--- src/rtl/gcsl_pkg.sv ---
// Purpose: Shared constants for the gauge capacity-state logic
// Assumes: One clock domain, byte-wide register port
// Notes: Percent thresholds are whole percent units
package gcsl_pkg;
	localparam logic [7:0] GCSL_STATUS_ADDR = 8'h01;
	localparam int GCSL_BIT_FULL = 7;
	localparam int GCSL_BIT_ALOW = 6;
	localparam int GCSL_BIT_SLOW = 5;
	localparam int GCSL_BIT_LEARN = 4;
	localparam int GCSL_BIT_UV = 2;
	localparam int GCSL_BIT_POR = 1;
	localparam logic [7:0] GCSL_DERATE_UNAGED = 8'h80;
	localparam logic [7:0] GCSL_DERATE_FLOOR = 8'h40;
	localparam int GCSL_WEAR_MULT_LOG2 = 5;
	localparam logic [15:0] GCSL_AVERAGED_CURRENT_MIN = 16'h0010;
	localparam logic [7:0] GCSL_ALOW_CLR_PCT = 8'h05;
	localparam logic [7:0] GCSL_FULL_CLR_PCT = 8'h5A;
	localparam logic [7:0] GCSL_SLOW_SET_PCT = 8'h0A;
	localparam logic [7:0] GCSL_SLOW_CLR_PCT = 8'h0F;
endpackage

--- src/rtl/gcsl_hist_if.sv ---
`timescale 1ns/1ps
// Purpose: Carries current history between the top and the detector
// Assumes: Signed 16-bit current readings
// Notes: Driven by the detector, read by the top
interface gcsl_hist_if;
	logic full_hit;
	logic empty_hit;
	logic two_discharge;
	modport det (output full_hit, output empty_hit, output two_discharge);
	modport top (input full_hit, input empty_hit, input two_discharge);
endinterface

--- src/rtl/gcsl_top.sv ---
`timescale 1ns/1ps
// Purpose: Capacity-state logic of a single-cell battery gauge
// Assumes: Measurements and model values come from outside blocks
// Notes: Status register at 01h on a simple byte register port
module gcsl_top
	import gcsl_pkg::*;
#(
	parameter int COUNT_W = 16
)
(
	// Clock and reset
	input wire logic ref_clk,
	input wire logic rst_b,
	// Register port
	input wire logic reg_wr,
	input wire logic [7:0] reg_addr,
	input wire logic [7:0] reg_wdata,
	output logic [7:0] reg_rdata,
	// Measurements
	input wire logic meas_valid,
	input wire logic [15:0] voltage,
	input wire logic signed [15:0] current,
	input wire logic signed [15:0] averaged_current,
	input wire logic undervoltage,
	input wire logic [7:0] remaining_active_percent,
	input wire logic [7:0] remaining_standby_percent,
	input wire logic sleep_entry,
	// Stored parameters
	input wire logic [7:0] charge_voltage_threshold,
	input wire logic [7:0] termination_current_threshold,
	input wire logic [7:0] active_empty_voltage,
	input wire logic [7:0] active_empty_current,
	input wire logic [15:0] wear_reference_charge,
	input wire logic [7:0] derate_nv,
	// Host derate write and learned value
	input wire logic derate_wr,
	input wire logic [7:0] derate_wdata,
	input wire logic [7:0] learned_derate,
	// Model values at present temperature
	input wire logic [COUNT_W-1:0] full_model_scaled,
	input wire logic [COUNT_W-1:0] active_empty_model,
	// Coulomb count from accumulator
	input wire logic [COUNT_W-1:0] coulomb_count,
	input wire logic count_decrement,
	input wire logic count_host_load,
	// Results
	output logic [7:0] capacity_derate_factor,
	output logic count_load,
	output logic [COUNT_W-1:0] count_load_value,
	output logic [7:0] gauge_status
);
	typedef enum logic [1:0] {
		GCSL_IDLE = 2'b00,
		GCSL_DERATE = 2'b01,
		GCSL_LOAD = 2'b11
	} gcsl_full_e;

	gcsl_hist_if hist();
	gcsl_full_e full_state;
	logic charge_full_flag;
	logic active_low_flag;
	logic standby_low_flag;
	logic learn_flag;
	logic undervoltage_flag;
	logic power_on_flag;
	logic derate_loaded;
	logic [COUNT_W+GCSL_WEAR_MULT_LOG2-1:0] wear_count;
	logic [COUNT_W+GCSL_WEAR_MULT_LOG2-1:0] wear_limit;
	logic status_wr;
	logic learn_at_full;

	gcsl_detect u_detect (
		.ref_clk(ref_clk),
		.rst_b(rst_b),
		.meas_valid(meas_valid),
		.voltage({8'h00, voltage[15:8]}),
		.current(current),
		.averaged_current(averaged_current),
		.charge_voltage_threshold({8'h00, charge_voltage_threshold}),
		.termination_current_threshold({8'h00,
			termination_current_threshold}),
		.active_empty_voltage({8'h00, active_empty_voltage}),
		.active_empty_current({8'h00, active_empty_current}),
		.hist(hist)
	);

	assign status_wr = reg_wr && (reg_addr == GCSL_STATUS_ADDR);
	assign wear_limit = (COUNT_W + GCSL_WEAR_MULT_LOG2)'({wear_reference_charge,
		GCSL_WEAR_MULT_LOG2'(0)});

	// Full sequence: derate update first, then count load
	always_ff @(posedge ref_clk or negedge rst_b) begin
		if (!rst_b) begin
			full_state <= GCSL_IDLE;
			learn_at_full <= 1'b0;
		end else begin
			case (full_state)
			GCSL_IDLE: begin
				if (hist.full_hit) begin
					learn_at_full <= learn_flag;
					full_state <= GCSL_DERATE;
				end
			end
			GCSL_DERATE: full_state <= GCSL_LOAD;
			GCSL_LOAD: full_state <= GCSL_IDLE;
			default: full_state <= GCSL_IDLE;
			endcase
		end
	end

	// Derate factor: recall, aging, learn, host write
	always_ff @(posedge ref_clk or negedge rst_b) begin
		if (!rst_b) begin
			capacity_derate_factor <= GCSL_DERATE_UNAGED;
			derate_loaded <= 1'b0;
			wear_count <= '0;
		end else if (!derate_loaded) begin
			capacity_derate_factor <= derate_nv;
			derate_loaded <= 1'b1;
		end else if (full_state == GCSL_DERATE && learn_at_full) begin
			capacity_derate_factor <= (learned_derate < GCSL_DERATE_FLOOR) ?
				GCSL_DERATE_FLOOR : learned_derate;
		end else if (derate_wr) begin
			capacity_derate_factor <= derate_wdata;
		end else if (count_decrement) begin
			if (wear_count + 1'b1 >= wear_limit) begin
				wear_count <= '0;
				if (capacity_derate_factor > GCSL_DERATE_FLOOR)
					capacity_derate_factor <=
						capacity_derate_factor - 8'h01;
			end else begin
				wear_count <= wear_count + 1'b1;
			end
		end
	end

	// Coulomb count corrections
	always_ff @(posedge ref_clk or negedge rst_b) begin
		if (!rst_b) begin
			count_load <= 1'b0;
			count_load_value <= '0;
		end else begin
			count_load <= 1'b0;
			if (full_state == GCSL_LOAD) begin
				count_load <= 1'b1;
				count_load_value <= full_model_scaled;
			end else if (hist.empty_hit) begin
				// A real empty point reloads the empty model; learn is set with it
				count_load <= 1'b1;
				count_load_value <= active_empty_model;
			end else if (meas_valid && active_low_flag && !learn_flag &&
				coulomb_count > active_empty_model) begin
				count_load <= 1'b1;
				count_load_value <= active_empty_model;
			end
		end
	end

	// Charge-full flag
	always_ff @(posedge ref_clk or negedge rst_b) begin
		if (!rst_b)
			charge_full_flag <= 1'b0;
		else if (hist.full_hit)
			charge_full_flag <= 1'b1;
		else if (remaining_active_percent < GCSL_FULL_CLR_PCT)
			charge_full_flag <= 1'b0;
	end

	// Active-low flag, set wins
	always_ff @(posedge ref_clk or negedge rst_b) begin
		if (!rst_b)
			active_low_flag <= 1'b0;
		else if (meas_valid && voltage[15:8] < active_empty_voltage)
			active_low_flag <= 1'b1;
		else if (remaining_active_percent > GCSL_ALOW_CLR_PCT)
			active_low_flag <= 1'b0;
	end

	// Standby-low flag with hysteresis
	always_ff @(posedge ref_clk or negedge rst_b) begin
		if (!rst_b)
			standby_low_flag <= 1'b0;
		else if (remaining_standby_percent < GCSL_SLOW_SET_PCT)
			standby_low_flag <= 1'b1;
		else if (remaining_standby_percent > GCSL_SLOW_CLR_PCT)
			standby_low_flag <= 1'b0;
	end

	// Learn flag; a new empty point outranks the clear causes
	always_ff @(posedge ref_clk or negedge rst_b) begin
		if (!rst_b)
			learn_flag <= 1'b0;
		else if (hist.empty_hit)
			learn_flag <= 1'b1;
		else if (hist.full_hit || (meas_valid && current < 16'sd0) ||
			coulomb_count == '0 || count_host_load || sleep_entry)
			learn_flag <= 1'b0;
	end

	// Host clearable flags; internal set wins over write of zero
	always_ff @(posedge ref_clk or negedge rst_b) begin
		if (!rst_b) begin
			undervoltage_flag <= 1'b1;
			power_on_flag <= 1'b1;
		end else begin
			if (undervoltage)
				undervoltage_flag <= 1'b1;
			else if (status_wr && !reg_wdata[GCSL_BIT_UV])
				undervoltage_flag <= 1'b0;
			if (status_wr && !reg_wdata[GCSL_BIT_POR])
				power_on_flag <= 1'b0;
		end
	end

	// Registered status image and read data
	always_ff @(posedge ref_clk or negedge rst_b) begin
		if (!rst_b) begin
			gauge_status <= 8'h00;
			reg_rdata <= 8'h00;
		end else begin
			gauge_status <= '0;
			gauge_status[GCSL_BIT_FULL] <= charge_full_flag;
			gauge_status[GCSL_BIT_ALOW] <= active_low_flag;
			gauge_status[GCSL_BIT_SLOW] <= standby_low_flag;
			gauge_status[GCSL_BIT_LEARN] <= learn_flag;
			gauge_status[GCSL_BIT_UV] <= undervoltage_flag;
			gauge_status[GCSL_BIT_POR] <= power_on_flag;
			reg_rdata <= (reg_addr == GCSL_STATUS_ADDR) ?
				gauge_status : 8'hFF;
		end
	end
endmodule

--- src/rtl/gcsl_detect.sv ---
`timescale 1ns/1ps
// Purpose: Full and active-empty point detection per measurement update
// Assumes: meas_valid pulses once per new reading
// Notes: Hit outputs are one-cycle pulses aligned after the update
module gcsl_detect
	import gcsl_pkg::*;
(
	// Clock and reset
	input wire logic ref_clk,
	input wire logic rst_b,
	// Measurements
	input wire logic meas_valid,
	input wire logic [15:0] voltage,
	input wire logic signed [15:0] current,
	input wire logic signed [15:0] averaged_current,
	// Thresholds, voltage and current scaled to reading units
	input wire logic [15:0] charge_voltage_threshold,
	input wire logic [15:0] termination_current_threshold,
	input wire logic [15:0] active_empty_voltage,
	input wire logic [15:0] active_empty_current,
	// Results
	gcsl_hist_if.det hist
);
	logic [1:0] cur_dis;
	logic [1:0] averaged_current_ok;
	logic [1:0] v_hi;
	logic averaged_current_q;
	logic cur_q;
	logic v_q;

	// Readings that qualify, judged on the new sample
	always_comb begin
		averaged_current_q = (averaged_current > $signed(GCSL_AVERAGED_CURRENT_MIN)) &&
			($unsigned(averaged_current) <
			termination_current_threshold);
		cur_q = (current < 16'sd0) &&
			($unsigned(-current) > active_empty_current);
		v_q = voltage > charge_voltage_threshold;
	end

	// History of the two previous readings
	always_ff @(posedge ref_clk or negedge rst_b) begin
		if (!rst_b) begin
			cur_dis <= 2'b00;
			averaged_current_ok <= 2'b00;
			v_hi <= 2'b00;
		end else if (meas_valid) begin
			cur_dis <= {cur_dis[0], cur_q};
			averaged_current_ok <= {averaged_current_ok[0], averaged_current_q};
			v_hi <= {v_hi[0], v_q};
		end
	end

	// Empty check uses history before this sample joins it
	always_ff @(posedge ref_clk or negedge rst_b) begin
		if (!rst_b) begin
			hist.full_hit <= 1'b0;
			hist.empty_hit <= 1'b0;
		end else begin
			hist.full_hit <= meas_valid && averaged_current_q && v_q &&
				averaged_current_ok[0] && v_hi[0];
			hist.empty_hit <= meas_valid && hist.two_discharge &&
				(voltage < active_empty_voltage);
		end
	end

	assign hist.two_discharge = &cur_dis;
endmodule

--- config.mk ---
export PLATFORM = sky130hd
export DESIGN_NAME = gcsl_top
export DESIGN_NICKNAME = d
export VERILOG_FILES = /design/src/rtl/gcsl_pkg.sv /design/src/rtl/gcsl_hist_if.sv /design/src/rtl/gcsl_top.sv /design/src/rtl/gcsl_detect.sv
export SDC_FILE = /design/constraint.sdc
export NUM_CORES = 1
export LEC_CHECK = 0
export ABC_AREA = 1
export BUFFER_PORTS_ARGS = -buffer_cell sky130_fd_sc_hd__buf_2
export CORE_UTILIZATION = 40
export CTS_BUF_LIST = sky130_fd_sc_hd__clkbuf_8
export CTS_CLUSTER_DIAMETER = 100
export DETAILED_ROUTE_END_ITERATION = 10
export PLACE_DENSITY = 0.71
export SYNTH_ARGS = -nofsm -noshare
export SYNTH_HDL_FRONTEND = slang
export SYNTH_SLANG_ARGS = --single-unit
--- constraint.sdc ---
create_clock -name ref_clk -period 6.5 [get_ports ref_clk]
set_input_delay 0.325 -clock ref_clk [delete_from_list [all_inputs] [get_ports ref_clk]]
set_output_delay 0.325 -clock ref_clk [all_outputs]
set_load 0.02 [all_outputs]
== Word level (Yosys, flattened, before mapping) ==
Index checks and enable logic that the tools add are counted.
Storage, ports and cells
  register bits: 76
  bits of input ports: 209
  output and inout port bits: 41
  word-level logic and storage cells: 110
Operators by class
  add/subtract/negate cells: 3
  $lt $le $gt $ge: 15
  eq/ne operators: 7
  multiplexer cells: 27
  bitwise logic cells: 2
  reductions and logical operators: 36
Operators by type and width (number)
  $mux 8: 8
  $mux 16: 3
  $add 21x1->21 const B: 1
  $ge 21x21->1: 1
  $mux 21: 1
  $logic_and 1x1->1: 17
  $gt 16x16->1: 1
  $gt 16x6->1 const B: 1
  $gt 16x8->1: 1
  $logic_not 16->1: 1
  $lt 16x1->1 const B: 1
  $lt 16x8->1: 1
  $lt 8x7->1 const B: 2
  $lt 8x8->1: 2
  $neg 16->16: 1
  $mux 1: 13
  $reduce_bool 2->1: 5
  $eq 8x1->1 const B: 1
  $gt 8x3->1 const B: 1
  $gt 8x4->1 const B: 1
  $gt 8x7->1 const B: 1
  $gt 8x8->1: 1
  $lt 8x4->1 const B: 1
  $ne 4x2->1 const B: 2
  15 further kinds: 22

== Logic depth before layout (Yosys ltp) ==
Gate-level depths: netlist of the first run.
  word-level depth: 8
  depth in mapped cells: 19
  depth with buffers taken out: 19

== Hierarchy ==
A second synthesis of the first run with hierarchy kept.
Second synthesis, totals
  cells, all modules: 1033
  area, all modules: 7090.6 µm²
By module, submodules not included
  gcsl_top: instances 1, cells each 653, area an instance 4750.8 µm², sequential area each 1730.4 µm²
  gcsl_detect: instances 1, cells each 380, area an instance 2339.7 µm², sequential area each 150.1 µm²

== Worst setup path before layout of the first run ==
Ideal clock, no wire load.
  path kind: register to register
  start: register wear_count[0]
  end: register wear_count[18]
  library setup time: 74 ps
  arrival time: 2443 ps
  data required time: 6426 ps
  path slack: 3983 ps
  cell stages (with the launch flop): 17
  path buffers: 1
  clock period less this slack: 2517 ps
  path through: dfrtp_1 ha_1 nand3_2 nor2_1 nand4_1 xor2_1 ha_1 nand2_1 inv_1 nor2_1 o21ai_0 a21oi_1 nand3_4 nor2_8 buf_8 nand2_1 o21ai_2
On the way
  cells in the longest elaborated chain, start to end: 3
Ends and longest elaborated chain
  start, declared: line gcsl_top.sv:67  | logic [COUNT_W+GCSL_WEAR_MULT_LOG2-1:0] wear_count;
  start signal, assigned: line gcsl_top.sv:132  | wear_count <= wear_count + 1'b1;
  $add 21x1->21 *: line gcsl_top.sv:126, gcsl_top.sv:132
  $ge 21x21->1: line gcsl_top.sv:126  | if (wear_count + 1'b1 >= wear_limit) begin
  $mux 21 *: line gcsl_top.sv:126
Every way passes the cells marked *; elsewhere a longest branch is shown, timed or not.
A chain may end at the register's enable or synchronous reset.

== Worst setup path in the final report of the first run ==
  start: register wear_count[0]
  end: register wear_count[3]
The elaborated chain is that of the path after synthesis.

==> results of run 1 <==
[cells by family (layout without fill, tap and decap cells)]
family                   Yosys count  after routing  share of synthesized area [%]
AND/OR/NAND/NOR                  427            427                          31.25
adder cells (fa/ha/maj)           66             66                          13.62
AO/OA/AOI/OAI                    111            111                          10.01
other                              2              6                         0.1239
flip-flops                        75             75                          31.02
XOR/XNOR                          25             25                          3.612
multiplexers                       1              1                         0.1857
buffers and inverters            156            390                          10.18
[path summary, 6_finish.rpt]
path                       slack (ns)                         to           from  cells past startpoint
max                              3.45              wear_count[3]  wear_count[0]                     15
min                               0.1             wear_count[16]          rst_b                      1
max reg2reg                      3.45              wear_count[3]  wear_count[0]                     15
min reg2reg                      0.40            gauge_status[4]     learn_flag                      0
max in group asynchronous        5.77  capacity_derate_factor[4]          rst_b                      1
min in group ref_clk             0.14          undervoltage_flag   undervoltage                      3
[sequential cells by signal, indices dropped and copies added (netlist names), 2 cells and up]
signal / cells
wear_count: 21
full_state: 2
capacity_derate_factor: 8
gauge_status: 6
u_detect.cur_dis: 2
reg_rdata: 7
count_load_value: 16
[power groups by stage]
| stage | Clock, mW | Combinational [mW] | Sequential (mW) |
|---|---|---|---|
| 4_1_cts | 0.360 | 0.518 | 0.607 |
| 3_3_place_gp | 0 | 0.505 | 0.612 |
| 3_5_place_dp | 0 | 0.516 | 0.614 |
| 5_1_grt | 0.383 | 0.587 | 0.617 |
| 2_1_floorplan | 0 | 0.272 | 0.658 |
| 6_report | 0.349 | 0.512 | 0.607 |
[synth_stat cells (4+ instances only)]
cell | instances | area (um2)
nor4_1 | 8 | 50.05
buf_4 | 4 | 30.03
ha_1 | 66 | 825.8
or2_2 | 9 | 56.30
o21a_1 | 5 | 37.54
a21oi_1 | 55 | 275.3
nand2_1 | 233 | 874.6
nor3_1 | 13 | 65.06
nand3_1 | 60 | 300.3
o21ai_0 | 33 | 165.2
nor2_1 | 73 | 274.0
dfrtp_1 | 72 | 1802
inv_1 | 138 | 518.0
clkbuf_1 | 6 | 22.52
nand4_1 | 11 | 68.82
xor2_1 | 23 | 201.4
[cell usage in the layout (no fill, tap or decap), types with 2 or more instances in the layout]
| master | n |
|---|---|
| o21ai_1 | 3 |
| o21ai_0 | 33 |
| inv_2 | 3 |
| nand2_1 | 233 |
| nor2_2 | 3 |
| nand3_1 | 60 |
| dfrtp_1 | 72 |
| buf_4 | 2 |
| inv_6 | 4 |
| a31oi_1 | 3 |
| a21oi_1 | 55 |
| nand2_4 | 3 |
| xnor2_1 | 2 |
| inv_1 | 138 |
| xor2_1 | 23 |
| nand4_1 | 11 |
| o21a_1 | 5 |
| nor2_8 | 2 |
| nor3_1 | 13 |
| nor2_1 | 73 |
| nand3_2 | 3 |
| clkbuf_8 | 10 |
| nor4_1 | 8 |
| ha_1 | 66 |
| dfstp_2 | 3 |
| nand3b_1 | 3 |
| diode_2 | 3 |
| conb_1 | 3 |
| clkinv_4 | 2 |
| buf_2 | 230 |
| o21ai_2 | 3 |
| o21bai_1 | 3 |
| or2_2 | 9 |
[cell type report]
type                       count  area share (%)
multi-input combinational    633           47.09
sequential                    75           24.82
timing repair buffer         232           15.39
inverter                     142           7.051
tap                          184           3.038
clock buffer                  10           1.816
clock inverter                 6          0.6935
antenna                        3         0.09908
[worst register-to-register path: cells and delay by family, from the launching register on]
| family | cells | cell delay [ns] |
|---|---|---|
| xor gates and xnor gates | 1 | 0.22 |
| and+or+nand+nor | 8 | 1.28 |
| buffers and inverters | 1 | 0.03 |
| adders and majority gates | 2 | 0.58 |
| AOI/OAI and AO/OA | 3 | 0.42 |
| DFF | 1 | 0.43 |
[per-layer routing]
| layer | vias to the layer above | part of all wire [%] | global-route usage, % |
|---|---|---|---|
| met5 | - | 0 | 0 |
| met4 | 0 | 1.8 | 6.887 |
| met3 | 18 | 6.7 | 4.792 |
| met2 | 206 | 50 | 38.28 |
| met1 | 2757 | 42 | 24.96 |
| li1 | 3223 | - | - |
==> results.ini, run 1 <==
[setup_path]
critPathMaxStageDelay_ns = 0.43
path_buf_inv = 1
crit_type = reg2reg
endpoint_kind = flop
path_delay_family = simple AND/OR/NAND/NOR gates
required_ns = 6.78
crit_chain = ha_1 -> nand3_2 -> nor2_1 -> nand4_1 -> xor2_1 -> ha_1 -> nand2_1 -> inv_1 -> nor2_1 -> o21ai_0 -> a21oi_1 -> nand3_4 -> nor2_8 -> nand2_1 -> o21ai_2
cp_max_fo = 19
critPathLaunchType = flop
worst_ep_arrival_time_ns = 3.33
slowest_stage = dfrtp_1

[flow_run]
cap_violations = 0

[cts]
clockBufferDepth = 2
cts_sinks = 75
cts_root_buf = clkbuf_8
post_cts_resize_count = 0
clk_pin_slew_worst_paths_ns = 0.08
htreeDepth = 3
postCtsSetupBuffers = 0
hold_buffers = 0
clkLatencyLatePin_ns = 0.36
cts_tree = done
cts_buffers = 9

[pwr]
power_density_nw_per_um2 = 193.7
p_sw_mw = 0.5669
p_seq_share_pct = 41.3
pwr-share-clk_pct = 23.8
internal-power_mw = 0.9011
power.leakage_nw = 4.358
fin_total_pwr_mw = 1.468
vdd_drop_max_v = 0.0001082
comb_power_share_pct = 34.9
p_sw_share_pct = 38.62

[floorplan]
dieWidth_um = 125.1
ios = 250
fp.dieH_um = 125.1
core-area_um2 = 14640
die_area_um2 = 15650
std_cell_rows = 44
start_util_pct = 41.40

[drt]
wl_per_cell_um = 12.40
vias = 6204
ant_nets = 0
drc = 12
drt_pre_antenna_iters = 8
viasPerCell = 4.828
drtIter0Drc = 275
drt-total-wl_mm = 15.94

[timing]
finalSetupTns_ns = 0
finClkSkew_ns = 0.01355
fmax_mhz = 327.8
setup_ws_ns = 3.450
hold_slack_ns = 0.09801
period_needed_ns = 3.050
rsz0062_at_grt = false
final-setup-viol-count = 0
tightest_slew_ns = 0.9565
drv_slew = 0
hold_violations = 0
slew_headroom_pct = 36.23
finalCritPeriodShare_pct = 46.93

[global_routing]
antenna_found_initial = 3
grt_pass1_vias = 5886
grt.overflow.total = 0
grt_max_degree = 76
grt_usage_pct = 21.27
grt_pass1_wl_mm = 26.85

[layout]
layout.area.seq_um2 = 1881
syn_to_final_growth_pct = 24.99
stdcell_area_um2 = 7577
utilization_pct = 51.74
multi_input_area_um2 = 3568
n_fill_cell = 1479
nets = 1368
drive_gt1_share_pct = 25.96
stdcell_count = 1285

[synthesis]
netlist_area_um2 = 6062
ys_warn_count = 0
synth-seq-cells = 75
synth-seq-area-share_pct = 31.02
netlist_instances = 863
ys_types = 45
async_reset_ff_share_pct = 100.0
synth_flop_cell = dfrtp_1
synth-edff-count = 0
avgSynthCellArea_um2 = 7.024

[run_status]
outcome = complete, but fails checks
violations = design-rule violations

[place]
dpl_cell_area_um2 = 7380
portBuffers = 231
place_hpwl_mm = 13.45
gp_congestion = 0.8993
post-place-ws_ns = 3.454
dp.cells = 1266

[worst_hold_path]
hold_class = in2async

Power figures use the tool's default switching activity.
==> inputs of run 2 (changes only) <==
Settings changed: PLACE_DENSITY 0.71 to 0.74.
Clock period 6.5 ns to 2.7 ns, I/O delays scaled along.
==> run 2 against run 1 <==
Die area unchanged. Worst setup slack got worse by 3.5 ns. First-iteration DRC count increased by 7.6%. Design area increased by 7.8%. Fmax increased by 9.2%. Global-route usage increased by 0.47 points. The run ends with design-rule violations, negative setup slack left. Non-clock buffer count increased by 46. Via count increased by 3.8%. Critical endpoint is now wear_count[16]. Critical path depth increased by 3.
==> results.ini, run 2 (synthesis results as in run 1) <==
[setup_path]
critPathLaunchType = flop
cp_max_fo = 6  ; -13
crit_type = reg2reg
required_ns = 2.97  ; -3.81 ns
endpoint_kind = flop
worst_ep_arrival_time_ns = 3.06  ; -0.27 ns

[flow_run]
cap_violations = 0  ; unchanged

[drt]
viasPerCell = 4.829  ; about the same
drt-total-wl_mm = 16.88  ; +5.9%
drc = 2  ; -10
vias = 6437  ; +3.8%
ant_nets = 0  ; unchanged
wl_per_cell_um = 12.67  ; +2.1%
drtIter0Drc = 296  ; +7.6%
drt_pre_antenna_iters = 9  ; +1

[timing]
drv_slew = 0  ; unchanged
slew_headroom_pct = 36.03  ; -0.20 points
finalSetupTns_ns = -0.7771  ; -0.7771 ns
rsz0062_at_grt = true
finClkSkew_ns = 0.009456  ; -0.004097 ns
setup_ws_ns = -0.09315  ; -3.543 ns
tightest_slew_ns = 0.9596  ; +0.003042 ns
finalCritPeriodShare_pct = 103.5  ; +57 points
fmax_mhz = 358.0  ; +9.2%
final-setup-viol-count = 14  ; +14
hold_violations = 0  ; unchanged
period_needed_ns = 2.793  ; -0.2571 ns

[layout]
max_flop_register = wear_count
n_fill_cell = 1430  ; -3.3%
drive_gt1_share_pct = 31.39  ; +5.4 points
layout.area.seq_um2 = 1882  ; about the same
utilization_pct = 55.78  ; +4.0 points
stdcell_area_um2 = 8168  ; +7.8%
nets = 1417  ; +3.6%
syn_to_final_growth_pct = 34.74
layout_commonest_cell = buf_2
largest_register_ffs = 21  ; unchanged
multi_input_area_um2 = 3780  ; +5.9%
layout_common_cells = buf_2, nand2_1, inv_1
reg.largest.list = wear_count x21, count_load_value x16, capacity_derate_factor x8

[pwr]
internal-power_mw = 2.318  ; +160%
power_density_nw_per_um2 = 465.3  ; +140%
pwr-share-clk_pct = 22.6  ; -1.2 points
power.leakage_nw = 4.626  ; +6.2%
p_sw_mw = 1.483  ; +160%
fin_total_pwr_mw = 3.801  ; +160%
vdd_drop_max_v = 0.0002550  ; +140%
comb_power_share_pct = 39.1  ; +4.2 points
p_sw_share_pct = 39.01  ; +0.39 points
p_seq_share_pct = 38.3  ; -3.0 points

[floorplan]
fp.dieH_um = 125.1  ; unchanged
core-area_um2 = 14640  ; unchanged
ios = 250  ; unchanged
dieWidth_um = 125.1  ; unchanged
die_area_um2 = 15650  ; unchanged
start_util_pct = 41.40  ; unchanged
std_cell_rows = 44  ; unchanged

[global_routing]
met3_usage_pct = 4.579  ; -0.21 points
grt_use_met2_pct = 40.12  ; +1.8 points
grt_busiest_layer = met2
grt_pass1_wl_mm = 27.64  ; +3.0%
grt_usage_pct = 21.75  ; +0.47 points
grt_max_degree = 76  ; unchanged
grt.overflow.total = 0  ; unchanged
antenna_found_initial = 3  ; unchanged
met1_usage_pct = 25.02  ; +0.061 points
grt_pass1_vias = 6208  ; +5.5%

[cts]
cts_root_buf = clkbuf_8
cts_sinks = 75  ; unchanged
clkLatencyLatePin_ns = 0.36  ; about the same
cts_tree = done
cts_buffers = 9  ; unchanged
clockBufferDepth = 2  ; unchanged
clk_pin_slew_worst_paths_ns = 0.09  ; about the same
htreeDepth = 3  ; unchanged

[place]
gp_congestion = 0.8872  ; -1.3%
post-place-ws_ns = 0.001491  ; -3.452 ns
dpl_cell_area_um2 = 7617  ; +3.2%
portBuffers = 231  ; unchanged
place_hpwl_mm = 13.60  ; +1.1%

[run_status]
outcome = complete, but fails checks
violations = design-rule violations, negative setup slack

[worst_hold_path]
hold_class = in2reg

[run 2: layout make-up]
cell class	count	share of cell area, %
antenna	2	0.06127
sequential	75	23.04
clock inverter	6	0.6281
tap	184	2.819
inverter	142	6.541
clock buffer	10	1.685
multi-input combinational	636	46.28
timing repair buffer	278	18.95
[run 2: path summary, 6_finish.rpt]
path,from,slack [ns],cells after the start,endpoint
worst min-delay path,reg_wdata[2],0.01,3,undervoltage_flag
worst max-delay path,wear_count[0],-0.09,18,wear_count[16]
min in group asynchronous,rst_b,0.47,2,count_load_value[7]
worst min register to register,charge_full_flag,0.39,0,gauge_status[7]
max in group asynchronous,rst_b,1.56,2,wear_count[2]
worst max register to register,wear_count[0],-0.09,18,wear_count[16]
[run 2: power groups by stage]
| stage | clock network (mW) | registers [mW] | logic, mW |
|---|---|---|---|
| floorplan | 0 | 1.58 | 0.654 |
| global placement | 0 | 1.46 | 1.31 |
| detailed placement | 0 | 1.46 | 1.34 |
| CTS | 0.879 | 1.45 | 1.36 |
| global route | 0.929 | 1.48 | 1.67 |
| finish | 0.857 | 1.46 | 1.49 |
[run 2: worst max-delay path: stages (launching register included)]
cell	delay, ns
dfrtp_1	0.37
buf_6	0.11
ha_4	0.14
nand3_4	0.11
nor2_4	0.11
nand4_1	0.15
xor2_1	0.27
ha_1	0.29
nand2_1	0.06
inv_1	0.03
nor2_1	0.13
o21ai_2	0.08
a21oi_2	0.12
buf_4	0.13
nand3_4	0.15
buf_4	0.19
nor2_4	0.14
nand2_1	0.06
o21ai_0	0.07
[run 2: per-stage QoR]
step | instances | hold slack (ns)
2_1_floorplan | 864 | -0.1606
3_3_place_gp | 1296 | 0.3251
3_5_place_dp | 1296 | 0.3458
4_1_cts | 1318 | 0.001511
5_1_grt | 1333 | 0.008100
6_report | 1333 | 0.01279
[run 2: metal layers]
metal,share of wire (%),vias up
met3,4.4,22
li1,-,3328
met1,43,2919
met2,51,166
met4,1.8,2
met5,0.077,-
[run 2: repair_timing]
item,4_1_cts,5_1_grt
setup buffers,0,11
pin swaps,2,13
hold endpoints to repair,75,0
gates resized for setup,1,46
hold buffers,5,0
gates cloned,1,2
setup endpoints to repair,13,29
